===== src/rtl/tcr_defs.vh =====
// Constants of the transceiver configuration register bank.
// Assumes inclusion by bare name from the design files.
`ifndef TCR_DEFS_VH
`define TCR_DEFS_VH

// Register addresses on the three-wire port, 7 bits
`define TCR_ADDR_W 7
`define TCR_OFF_A_DIV 7'h0F
`define TCR_OFF_N_HIGH 7'h10
`define TCR_OFF_N_LOW 7'h11
`define TCR_OFF_M_HIGH 7'h12
`define TCR_OFF_M_LOW 7'h13
`define TCR_OFF_BIAS 7'h14
`define TCR_OFF_FEE_CTRL 7'h15
`define TCR_OFF_FEE_VALUE 7'h16

// Writable bit masks; reserved bits store nothing and read zero
`define TCR_MASK_A_DIV 8'h3F
`define TCR_MASK_DIV_HIGH 8'h0F
`define TCR_MASK_FEE_CTRL 8'h0F

// Reset values
`define TCR_RST_A_DIV 8'h00
`define TCR_RST_DIV 8'h00
`define TCR_RST_BIAS 8'hB5
`define TCR_RST_FEE_CTRL 8'h00

// Mandatory content of the bias-setting register
`define TCR_BIAS_REQUIRED 8'hB5

// Main state codes
`define TCR_MAIN_POWER_DOWN 2'h0
`define TCR_MAIN_STANDBY 2'h1
`define TCR_MAIN_RECEIVE 2'h2
`define TCR_MAIN_TRANSMIT 2'h3

// Modulation method codes
`define TCR_MOD_CLOSED 2'h0
`define TCR_MOD_OPEN 2'h1
`define TCR_MOD_DIVIDER 2'h2
`define TCR_MOD_RESERVED 2'h3

// Error estimator counting modes
`define TCR_FEE_OFF 2'h0
`define TCR_FEE_UP 2'h1
`define TCR_FEE_DOWN 2'h2
`define TCR_FEE_BOTH 2'h3

// Serial frame: address bits plus read flag, then data bits
`define TCR_HDR_LAST 3'h7
`define TCR_DATA_LAST 3'h7

// Bit clock divider default, system cycles per bit
`define TCR_BIT_DIV 16

`endif


===== src/rtl/tcr_config_regs.v =====
// Configuration register bank of the FSK transceiver with its
// three-wire port, main state decode, bit synchronizer and modulation
// method decode. Assumes all pins are synchronous to clk_sys and that
// sclk runs well below half the clk_sys rate.
//
// Behaviour
// RULE_01 - Main state: 00 power down keeping registers, 01 standby, 10 rx, 11 tx
// RULE_02 - Rx without sync: demodulated data passes straight through, no bit clock
// RULE_03 - Tx without sync: bit clock pin inactive, data passes transparently
// RULE_04 - Sync set: device makes bit clock, syncs rx, drives clock pin in tx
// RULE_05 - Modulation: 00 closed loop, 01 open loop, 10 divider switching
// RULE_06 - Host never writes modulation code 11
// RULE_07 - Host always writes 1 to bias register bit 7
// RULE_08 - Host writes bias bits 6 and 5 as 0 and 1
// RULE_09 - Host writes bias bits 4 and 3 as 1 and 0
// RULE_10 - Host writes bias bits 2 to 0 as 1, 0, 1
// RULE_11 - Error estimate readable as an 8-bit value, bit 7 most significant
// RULE_12 - Error control low bits: off, count up, count down, up minus down; code adds 1 per down pulse in mode 2
// RULE_13 - Host writes reserved bits as 0 and ignores them on read
`timescale 1ns/1ps
`include "tcr_defs.vh"

module tcr_config_regs
#(
    parameter BIT_DIV = `TCR_BIT_DIV
)
(
    clk_sys,
    rstn,
    sclk,
    sle,
    sdata_in,
    sdata_out,
    sdata_oe,
    main_state_hi,
    main_state_lo,
    sync_en,
    mod_method_hi,
    mod_method_lo,
    demod_data,
    fee_up_pulse,
    fee_dn_pulse,
    tx_data_in,
    rx_data,
    tx_data_mod,
    bit_clock_pin_out,
    bit_clock_pin_oe,
    pwr_down,
    xco_on,
    rx_on,
    tx_on,
    pa_on,
    bit_sync_on,
    mod_closed_loop,
    mod_open_loop,
    mod_divider,
    mod_reserved,
    div_alt_sel,
    second_swallow_count,
    second_feedback_count,
    second_reference_count,
    bias_value,
    bias_fault
);
    input wire clk_sys;
    input wire rstn;
    input wire sclk;
    input wire sle;
    input wire sdata_in;
    output reg sdata_out;
    output reg sdata_oe;
    input wire main_state_hi;
    input wire main_state_lo;
    input wire sync_en;
    input wire mod_method_hi;
    input wire mod_method_lo;
    input wire demod_data;
    input wire fee_up_pulse;
    input wire fee_dn_pulse;
    input wire tx_data_in;
    output reg rx_data;
    output reg tx_data_mod;
    output reg bit_clock_pin_out;
    output reg bit_clock_pin_oe;
    output reg pwr_down;
    output reg xco_on;
    output reg rx_on;
    output reg tx_on;
    output reg pa_on;
    output reg bit_sync_on;
    output reg mod_closed_loop;
    output reg mod_open_loop;
    output reg mod_divider;
    output reg mod_reserved;
    output reg div_alt_sel;
    output wire [5:0] second_swallow_count;
    output wire [11:0] second_feedback_count;
    output wire [11:0] second_reference_count;
    output wire [7:0] bias_value;
    output reg bias_fault;

    localparam [2:0] ST_IDLE = 3'b001;
    localparam [2:0] ST_HDR = 3'b010;
    localparam [2:0] ST_DATA = 3'b100;
    localparam integer HALF_DIV = BIT_DIV / 2;

    reg [2:0] state_r;
    reg sclk_d_r;
    reg sle_d_r;
    reg [2:0] bit_cnt_r;
    reg [6:0] hdr_sh_r;
    reg [6:0] addr_r;
    reg rd_r;
    reg [6:0] wr_sh_r;
    reg [7:0] rd_sh_r;
    reg wr_stb_r;
    reg [7:0] wr_data_r;
    reg [7:0] a_div_r;
    reg [7:0] n_high_r;
    reg [7:0] n_low_r;
    reg [7:0] m_high_r;
    reg [7:0] m_low_r;
    reg [7:0] bias_r;
    reg [7:0] fee_ctrl_r;
    reg [7:0] rd_mux_nxt;
    reg [15:0] bit_cnt_div_r;
    reg demod_d_r;
    wire [7:0] fee_value;
    wire sclk_rise;
    wire sclk_fall;
    wire sle_rise;
    wire [1:0] main_state;
    wire [1:0] mod_method;
    wire bit_tick;
    wire fee_clear;

    assign sclk_rise = sclk & ~sclk_d_r;
    assign sclk_fall = ~sclk & sclk_d_r;
    assign sle_rise = sle & ~sle_d_r;
    assign main_state = {main_state_hi, main_state_lo};
    assign mod_method = {mod_method_hi, mod_method_lo};

    ////////////////////////////////////////////////////////////////////////
    // Read mux; reserved bits come back as zero
    always @*
    begin
        rd_mux_nxt = 8'h00;
        case (hdr_sh_r)
            `TCR_OFF_A_DIV:
                rd_mux_nxt = a_div_r;
            `TCR_OFF_N_HIGH:
                rd_mux_nxt = n_high_r;
            `TCR_OFF_N_LOW:
                rd_mux_nxt = n_low_r;
            `TCR_OFF_M_HIGH:
                rd_mux_nxt = m_high_r;
            `TCR_OFF_M_LOW:
                rd_mux_nxt = m_low_r;
            `TCR_OFF_BIAS:
                rd_mux_nxt = bias_r;
            `TCR_OFF_FEE_CTRL:
                rd_mux_nxt = fee_ctrl_r;
            `TCR_OFF_FEE_VALUE:
                rd_mux_nxt = fee_value; // RULE_11
            default:
                rd_mux_nxt = 8'h00;
        endcase
    end

    ////////////////////////////////////////////////////////////////////////
    // Serial frame: 7 address bits MSB first, read flag, 8 data bits.
    // Host samples on sclk rise, so read data moves on the fall.
    always @(posedge clk_sys or negedge rstn)
    begin
        if (!rstn)
        begin
            state_r <= ST_IDLE;
            sclk_d_r <= 1'b0;
            sle_d_r <= 1'b0;
            bit_cnt_r <= 3'h0;
            hdr_sh_r <= 7'h00;
            addr_r <= 7'h00;
            rd_r <= 1'b0;
            wr_sh_r <= 7'h00;
            rd_sh_r <= 8'h00;
            wr_stb_r <= 1'b0;
            wr_data_r <= 8'h00;
            sdata_out <= 1'b0;
            sdata_oe <= 1'b0;
        end
        else
        begin
            sclk_d_r <= sclk;
            sle_d_r <= sle;
            wr_stb_r <= 1'b0;
            if (!sle)
            begin
                // Dropping enable aborts a frame without writing
                state_r <= ST_IDLE;
                sdata_oe <= 1'b0;
            end
            else
            begin
                case (state_r)
                    ST_IDLE:
                        if (sle_rise)
                        begin
                            state_r <= ST_HDR;
                            bit_cnt_r <= 3'h0;
                        end
                    ST_HDR:
                        if (sclk_rise)
                        begin
                            bit_cnt_r <= bit_cnt_r + 3'h1;
                            if (bit_cnt_r == `TCR_HDR_LAST)
                            begin
                                addr_r <= hdr_sh_r;
                                rd_r <= sdata_in;
                                state_r <= ST_DATA;
                                bit_cnt_r <= 3'h0;
                                if (sdata_in)
                                begin
                                    rd_sh_r <= {rd_mux_nxt[6:0], 1'b0};
                                    sdata_out <= rd_mux_nxt[7];
                                    sdata_oe <= 1'b1;
                                end
                            end
                            else
                                hdr_sh_r <= {hdr_sh_r[5:0], sdata_in};
                        end
                    ST_DATA:
                    begin
                        if (sclk_rise)
                        begin
                            bit_cnt_r <= bit_cnt_r + 3'h1;
                            wr_sh_r <= {wr_sh_r[5:0], sdata_in};
                            if (bit_cnt_r == `TCR_DATA_LAST)
                            begin
                                state_r <= ST_IDLE;
                                sdata_oe <= 1'b0;
                                wr_stb_r <= ~rd_r;
                                wr_data_r <= {wr_sh_r, sdata_in};
                            end
                        end
                        else if (sclk_fall && rd_r && bit_cnt_r != 3'h0)
                        begin
                            sdata_out <= rd_sh_r[7];
                            rd_sh_r <= {rd_sh_r[6:0], 1'b0};
                        end
                    end
                    default:
                        state_r <= ST_IDLE;
                endcase
            end
        end
    end

    ////////////////////////////////////////////////////////////////////////
    // Register writes; reserved bits are masked off so they store nothing
    always @(posedge clk_sys or negedge rstn)
    begin
        if (!rstn)
        begin
            a_div_r <= `TCR_RST_A_DIV;
            n_high_r <= `TCR_RST_DIV;
            n_low_r <= `TCR_RST_DIV;
            m_high_r <= `TCR_RST_DIV;
            m_low_r <= `TCR_RST_DIV;
            bias_r <= `TCR_RST_BIAS;
            fee_ctrl_r <= `TCR_RST_FEE_CTRL;
        end
        else if (wr_stb_r)
        begin
            case (addr_r)
                `TCR_OFF_A_DIV:
                    a_div_r <= wr_data_r & `TCR_MASK_A_DIV; // RULE_13
                `TCR_OFF_N_HIGH:
                    n_high_r <= wr_data_r & `TCR_MASK_DIV_HIGH; // RULE_13
                `TCR_OFF_N_LOW:
                    n_low_r <= wr_data_r;
                `TCR_OFF_M_HIGH:
                    m_high_r <= wr_data_r & `TCR_MASK_DIV_HIGH; // RULE_13
                `TCR_OFF_M_LOW:
                    m_low_r <= wr_data_r;
                `TCR_OFF_BIAS:
                    bias_r <= wr_data_r;
                `TCR_OFF_FEE_CTRL:
                    fee_ctrl_r <= wr_data_r & `TCR_MASK_FEE_CTRL; // RULE_13
                default:
                    a_div_r <= a_div_r;
            endcase
        end
    end

    assign second_swallow_count = a_div_r[5:0];
    assign second_feedback_count = {n_high_r[3:0], n_low_r};
    assign second_reference_count = {m_high_r[3:0], m_low_r};
    assign bias_value = bias_r;
    assign fee_clear = wr_stb_r && (addr_r == `TCR_OFF_FEE_CTRL);

    ////////////////////////////////////////////////////////////////////////
    // Error estimator counts only while receiving
    tcr_fee_counter u_fee
    (
        .clk_sys(clk_sys),
        .rstn(rstn),
        .fee_mode(fee_ctrl_r[1:0]),
        .count_en(rx_on),
        .count_clear(fee_clear),
        .up_pulse(fee_up_pulse),
        .dn_pulse(fee_dn_pulse),
        .fee_value(fee_value)
    );

    ////////////////////////////////////////////////////////////////////////
    // Main state and modulation decode, registered for clean outputs.
    // Power down leaves the register bank untouched.
    always @(posedge clk_sys or negedge rstn)
    begin
        if (!rstn)
        begin
            pwr_down <= 1'b1;
            xco_on <= 1'b0;
            rx_on <= 1'b0;
            tx_on <= 1'b0;
            pa_on <= 1'b0;
            bit_sync_on <= 1'b0;
            mod_closed_loop <= 1'b0;
            mod_open_loop <= 1'b0;
            mod_divider <= 1'b0;
            mod_reserved <= 1'b0;
            bias_fault <= 1'b0;
        end
        else
        begin
            pwr_down <= (main_state == `TCR_MAIN_POWER_DOWN); // RULE_01
            xco_on <= (main_state != `TCR_MAIN_POWER_DOWN); // RULE_01
            rx_on <= (main_state == `TCR_MAIN_RECEIVE); // RULE_01
            tx_on <= (main_state == `TCR_MAIN_TRANSMIT); // RULE_01
            // Transmit state excludes the amplifier stage
            pa_on <= 1'b0; // RULE_01
            bit_sync_on <= sync_en && main_state[1]; // RULE_04
            mod_closed_loop <= (mod_method == `TCR_MOD_CLOSED); // RULE_05
            mod_open_loop <= (mod_method == `TCR_MOD_OPEN); // RULE_05
            mod_divider <= (mod_method == `TCR_MOD_DIVIDER); // RULE_05
            // Flags a host slip; the code still selects nothing
            mod_reserved <= (mod_method == `TCR_MOD_RESERVED); // RULE_06
            bias_fault <= (bias_r != `TCR_BIAS_REQUIRED); // RULE_07
        end
    end

    ////////////////////////////////////////////////////////////////////////
    // Bit clock divider; rx realigns to half a bit on each data edge outside a bit_tick cycle
    assign bit_tick = (bit_cnt_div_r == BIT_DIV - 1);

    always @(posedge clk_sys or negedge rstn)
    begin
        if (!rstn)
        begin
            bit_cnt_div_r <= 16'h0000;
            demod_d_r <= 1'b0;
        end
        else
        begin
            demod_d_r <= demod_data;
            if (!bit_sync_on || bit_tick)
                bit_cnt_div_r <= 16'h0000;
            else if (rx_on && (demod_data != demod_d_r))
                bit_cnt_div_r <= HALF_DIV[15:0]; // RULE_04
            else
                bit_cnt_div_r <= bit_cnt_div_r + 16'h0001;
        end
    end

    ////////////////////////////////////////////////////////////////////////
    // Data paths; transparent without sync, bit-timed with it
    always @(posedge clk_sys or negedge rstn)
    begin
        if (!rstn)
        begin
            rx_data <= 1'b0;
            tx_data_mod <= 1'b0;
            bit_clock_pin_out <= 1'b0;
            bit_clock_pin_oe <= 1'b0;
            div_alt_sel <= 1'b0;
        end
        else
        begin
            if (!bit_sync_on)
                rx_data <= demod_data; // RULE_02
            else if (rx_on && bit_tick)
                rx_data <= demod_data; // RULE_04
            if (!bit_sync_on)
                tx_data_mod <= tx_data_in; // RULE_03
            else if (tx_on && bit_tick)
                tx_data_mod <= tx_data_in; // RULE_04
            // Pin idles low and undriven unless transmitting with sync
            bit_clock_pin_oe <= tx_on && bit_sync_on; // RULE_03
            bit_clock_pin_out <= tx_on && bit_sync_on &&
                (bit_cnt_div_r < HALF_DIV[15:0]); // RULE_04
            // Divider sets switch with the data only in divider mode
            div_alt_sel <= tx_on && mod_divider && tx_data_mod; // RULE_05
        end
    end
endmodule // tcr_config_regs


===== src/rtl/tcr_fee_counter.v =====
// Frequency-error estimator counter.
// Assumes up and down pulses are one-cycle, synchronous to clk_sys.
`timescale 1ns/1ps
`include "tcr_defs.vh"

module tcr_fee_counter
(
    clk_sys,
    rstn,
    fee_mode,
    count_en,
    count_clear,
    up_pulse,
    dn_pulse,
    fee_value
);
    input wire clk_sys;
    input wire rstn;
    input wire [1:0] fee_mode;
    input wire count_en;
    input wire count_clear;
    input wire up_pulse;
    input wire dn_pulse;
    output reg [7:0] fee_value;

    reg [7:0] fee_nxt;

    ////////////////////////////////////////////////////////////////////////
    // Next count; wraps modulo 256, software reads two's complement
    always @*
    begin
        fee_nxt = fee_value;
        case (fee_mode)
            `TCR_FEE_OFF:
                fee_nxt = fee_value;
            `TCR_FEE_UP:
                if (up_pulse)
                    fee_nxt = fee_value + 8'h01; // RULE_12
            `TCR_FEE_DOWN:
                if (dn_pulse)
                    fee_nxt = fee_value + 8'h01; // RULE_12
            `TCR_FEE_BOTH:
                // Coincident pulses cancel
                if (up_pulse && !dn_pulse)
                    fee_nxt = fee_value + 8'h01; // RULE_12
                else if (dn_pulse && !up_pulse)
                    fee_nxt = fee_value - 8'h01; // RULE_12
            default:
                fee_nxt = fee_value;
        endcase
    end

    // Clear beats counting so a fresh measurement starts at zero
    always @(posedge clk_sys or negedge rstn)
    begin
        if (!rstn)
            fee_value <= 8'h00;
        else if (count_clear)
            fee_value <= 8'h00;
        else if (count_en)
            fee_value <= fee_nxt; // RULE_11
    end
endmodule // tcr_fee_counter


===== config.mk =====
export PLATFORM = sky130hd
export DESIGN_NAME = tcr_config_regs
export DESIGN_NICKNAME = d
export VERILOG_FILES = /design/src/rtl/tcr_config_regs.v /design/src/rtl/tcr_fee_counter.v
export VERILOG_INCLUDE_DIRS = /design/src /design/src/rtl
export SDC_FILE = /design/constraint.sdc
export NUM_CORES = 1
export LEC_CHECK = 0
export ABC_AREA = 0
export BUFFER_PORTS_ARGS = -buffer_cell sky130_fd_sc_hd__buf_2
export CORE_ASPECT_RATIO = 2
export CORE_UTILIZATION = 55
export CTS_CLUSTER_SIZE = 16
export DETAILED_ROUTE_END_ITERATION = 8
export GPL_ROUTABILITY_DRIVEN = 0
export GPL_TIMING_DRIVEN = 1
export MAX_ROUTING_LAYER = met4
export PLACE_DENSITY_LB_ADDON = 0.05
export SYNTH_ARGS = -nofsm -noshare
export SYNTH_HDL_FRONTEND = slang
export SYNTH_SLANG_ARGS = --single-unit

===== constraint.sdc =====
create_clock -name clk_sys -period 2.7 [get_ports clk_sys]
set_input_delay 0.27 -clock clk_sys [delete_from_list [all_inputs] [get_ports clk_sys]]
set_output_delay 0.27 -clock clk_sys [all_outputs]
set_load 0.01 [all_outputs]

==> flow_metrics.py <==
metrics = {
    "setup_path": {
        "reg2reg_depth": 4,
        "reg2reg_slack_ps": 500,
        "criticalPathCategory": "flop to flop",
        "crit_arrival_ps": 2500,
        "crit_fanout": 4,
        "crit_path_end": "n_high_r[0]",
        "crit_path_start_kind": "flop",
        "cp.required_ps": 3000,
        "rr_endpoint": "n_high_r[0]",
        "setup.worst_path.start": "addr_r[3]",
        "r2r-start": "addr_r[3]",
        "end_kind": "flop",
    },
    "yosys": {
        "yosys_warnings": 0,
        "syn_nets": 523,
        "seq_area_frac_synth_pct": 54.0,
        "yosysMostFrequentCell": "dfrtp_1",
        "avgSynthCellArea_um2": 12.0,
        "async_reset_ff_share_pct": 100,
        "yosys-top-cells-count": "dfrtp_1 (123), mux2_2 (79), nor2_1 (34)",
        "synth_edf_count": 0,
        "synthDistinctLibCells": 60,
        "synth_area_leader_cell": "dfrtp_1",
        "synth_area_um2": 6040,
        "synthTopCellsByArea": "dfrtp_1 (51%), mux2_2 (15%), dfstp_2 (3.0%)",
        "ys.flop_type": "dfrtp_1",
        "ys_ff_latch": 130,
        "synthCells": 502,
        "synth.top_cell.area_share_pct": 51.0,
    },
    "route": {
        "drt_iter0_markers": 271,
        "wl_per_cell_um": 18.8,
        "route.detailed.drc": 0,
        "drtAntennaViolNets": 0,
        "viasPerCell": 5.83,
        "vias": 4295,
        "drt_wl_total_mm": 13.8,
        "drt_first_pass_iters": 7,
    },
    "cts": {
        "root_buffer": "clkbuf_16",
        "clock_sinks": 130,
        "h-tree-depth": 4,
        "insertion_delay_ps": 420,
        "clk_pin_slew_worst_paths_ps": 60,
        "cts_buffer_depth": 2,
        "post_cts_resized": 0,
        "post-cts-setup-buffer-count": 0,
        "cts_buffers": 17,
        "cts_tree": "yes",
    },
    "die": {
        "die-width_um": 76.1,
        "io_pins": 70,
        "die_h_um": 150,
        "fp.coreArea_um2": 10600,
        "start_util_pct": 56.9,
        "rows": 53,
        "dieArea_um2": 11400,
    },
    "cells_and_area": {
        "synthToLayoutAreaGrowth_pct": 19.5,
        "ff_latch_area_um2": 3260,
        "final_nets": 608,
        "drive_gt1_share_pct": 34.7,
        "multi_input_area_um2": 2660,
        "post-route-util_pct": 68.0,
        "diodes": 0,
        "n_fill_cell": 807,
    },
    "placed_design": {
        "dp_hpwl_mm": 10.1,
        "io_buffers": 68,
        "pre_cts_slack_ps": 521,
    },
    "run_status": {
        "outcome": "complete, no violations",
    },
    "global_routing": {
        "grt_max_degree": 61,
        "track_usage_pct": 27.3,
        "grt-ovfl-total": 0,
        "antenna_found_initial": 0,
        "grt_pass1_wl_mm": 22.9,
        "grt_pass1_vias": 4459,
    },
    "sta": {
        "timing.setup.tns_ps": 0,
        "fin_skew_ps": 7.16,
        "finalHoldViolCount": 0,
        "max_freq_mhz": 454,
        "hold_ws_ps": 15.6,
        "rsz0062_at_grt": "no",
        "fin_ws_ps": 496,
        "finalSetupViolCount": 0,
        "period_share_pct": 81.6,
        "report.final.slew_viol_count": 0,
        "min_period_ps": 2200,
        "tightest_slew_ps": 771,
        "slew_headroom_pct": 48.5,
    },
    "power": {
        "power_density_nw_per_um2": 628,
        "finalPower_mw": 4.53,
        "seq_power_share_pct": 44.1,
        "switching_share_pct": 22.5,
        "p_int_mw": 3.52,
        "p_leak_nw": 3.42,
        "power.switching_mw": 1.02,
        "p_comb_share_pct": 3.3,
        "peakVddDrop_v": 0.000570,
        "power.share.clock_pct": 52.6,
    },
    "job": {
        "maxCapViolCount": 0,
    },
    "hold_path": {
        "hold_path.class": "primary input to flop",
    },
}
-- power by group through the flow --
stage          Clock (mW)  Sequential [mW]  Combinational, mW
2_1_floorplan           0             2.02             0.0718
3_3_place_gp            0             2.03              0.147
3_5_place_dp            0             2.04              0.150
4_1_cts              2.42             2.00              0.154
5_1_grt              2.49             2.00              0.168
6_report             2.38             2.00              0.150
-- cell usage in the layout, fill, tap and decap left out, drive strengths merged, types with 5 or more instances in the layout --
master  count
dfstp       7
o21ai      14
ha          7
a21oi      10
a22oi       8
nand3b      5
nor3b       5
a221oi      5
o22ai       5
nor4        7
clkinv      6
and2        7
nand3      16
xor2        8
inv        15
mux2i      12
clkbuf     18
nand4       8
nand2      25
nor3        5
nor2b      12
buf        80
xnor2      14
mux2       79
and3        7
dfrtp     123
nand2b     10
nor2       34
-- critical path: stages, from the launching register on --
cell,delay [ps]
dfrtp_1,390
nor4b_1,400
nand2b_1,190
nor3b_1,680
mux2_2,420
-- cell type report --
class | count | area share [%]
clock buffers | 18 | 6.09
clock inverters | 14 | 2.46
inverters | 11 | 0.572
multi-input cells | 345 | 36.8
flip-flops and latches | 130 | 45.2
well taps | 137 | 2.38
repair buffers | 82 | 6.45
-- worst min path at each step --
stage / startpoint / to / cells past startpoint
CTS: sclk / sclk_d_r / 1
finish: sclk / sclk_d_r / 1
global placement: rstn / n_high_r[3] / 1
detailed placement: rstn / n_high_r[3] / 1
floorplan: rstn / a_div_r[0] / 0
global route: sclk / sclk_d_r / 1
-- kinds of logic after synthesis --
logic type               after synthesis  synth area share (%)
AND/OR/NAND/NOR                      161                  15.0
flip-flops                           130                  54.0
other                                  1                0.0621
XOR/XNOR                              22                  3.19
adder cells (fa/ha/maj)                7                  1.45
multiplexers                          93                  17.5
buffers and inverters                 27                  1.91
AO/OA/AOI/OAI                         61                  6.84
-- stage by stage --
stage / cells / cell area [µm²]
after floorplan: 502 / 6040
after global placement: 703 / 6580
after detailed placement: 703 / 6580
after CTS: 737 / 7220
after global routing: 737 / 7220
final: 737 / 7220
-- routing by layer --
layer / wire, µm / part of all wire [%] / vias up / global-route usage (%)
met4: 463 / 3.3 / 0 / 12.4
met1: 5050 / 36 / 2160 / 27.1
met5: 0 / 0 / - / -
met3: 412 / 3.0 / 28 / 5.27
li1: - / - / 1997 / -
met2: 7910 / 57 / 110 / 51.1
-- registers in the layout (all words and copies together) (netlist names), 4 cells and up --
register / flops
n_high_r: 4
wr_sh_r: 7
hdr_sh_r: 7
m_high_r: 4
n_low_r: 8
bias_value: 8
fee_ctrl_r: 4
wr_data_r: 8
m_low_r: 8
bit_cnt_div_r: 16
rd_sh_r: 7
a_div_r: 6
addr_r: 7
u_fee.fee_value: 8
-- repair_timing --
item                       CTS  global route
hold buffers                 2             0
setup endpoints to repair    0             0
hold endpoints to repair    41             0
Power figures use the tool's default switching activity.
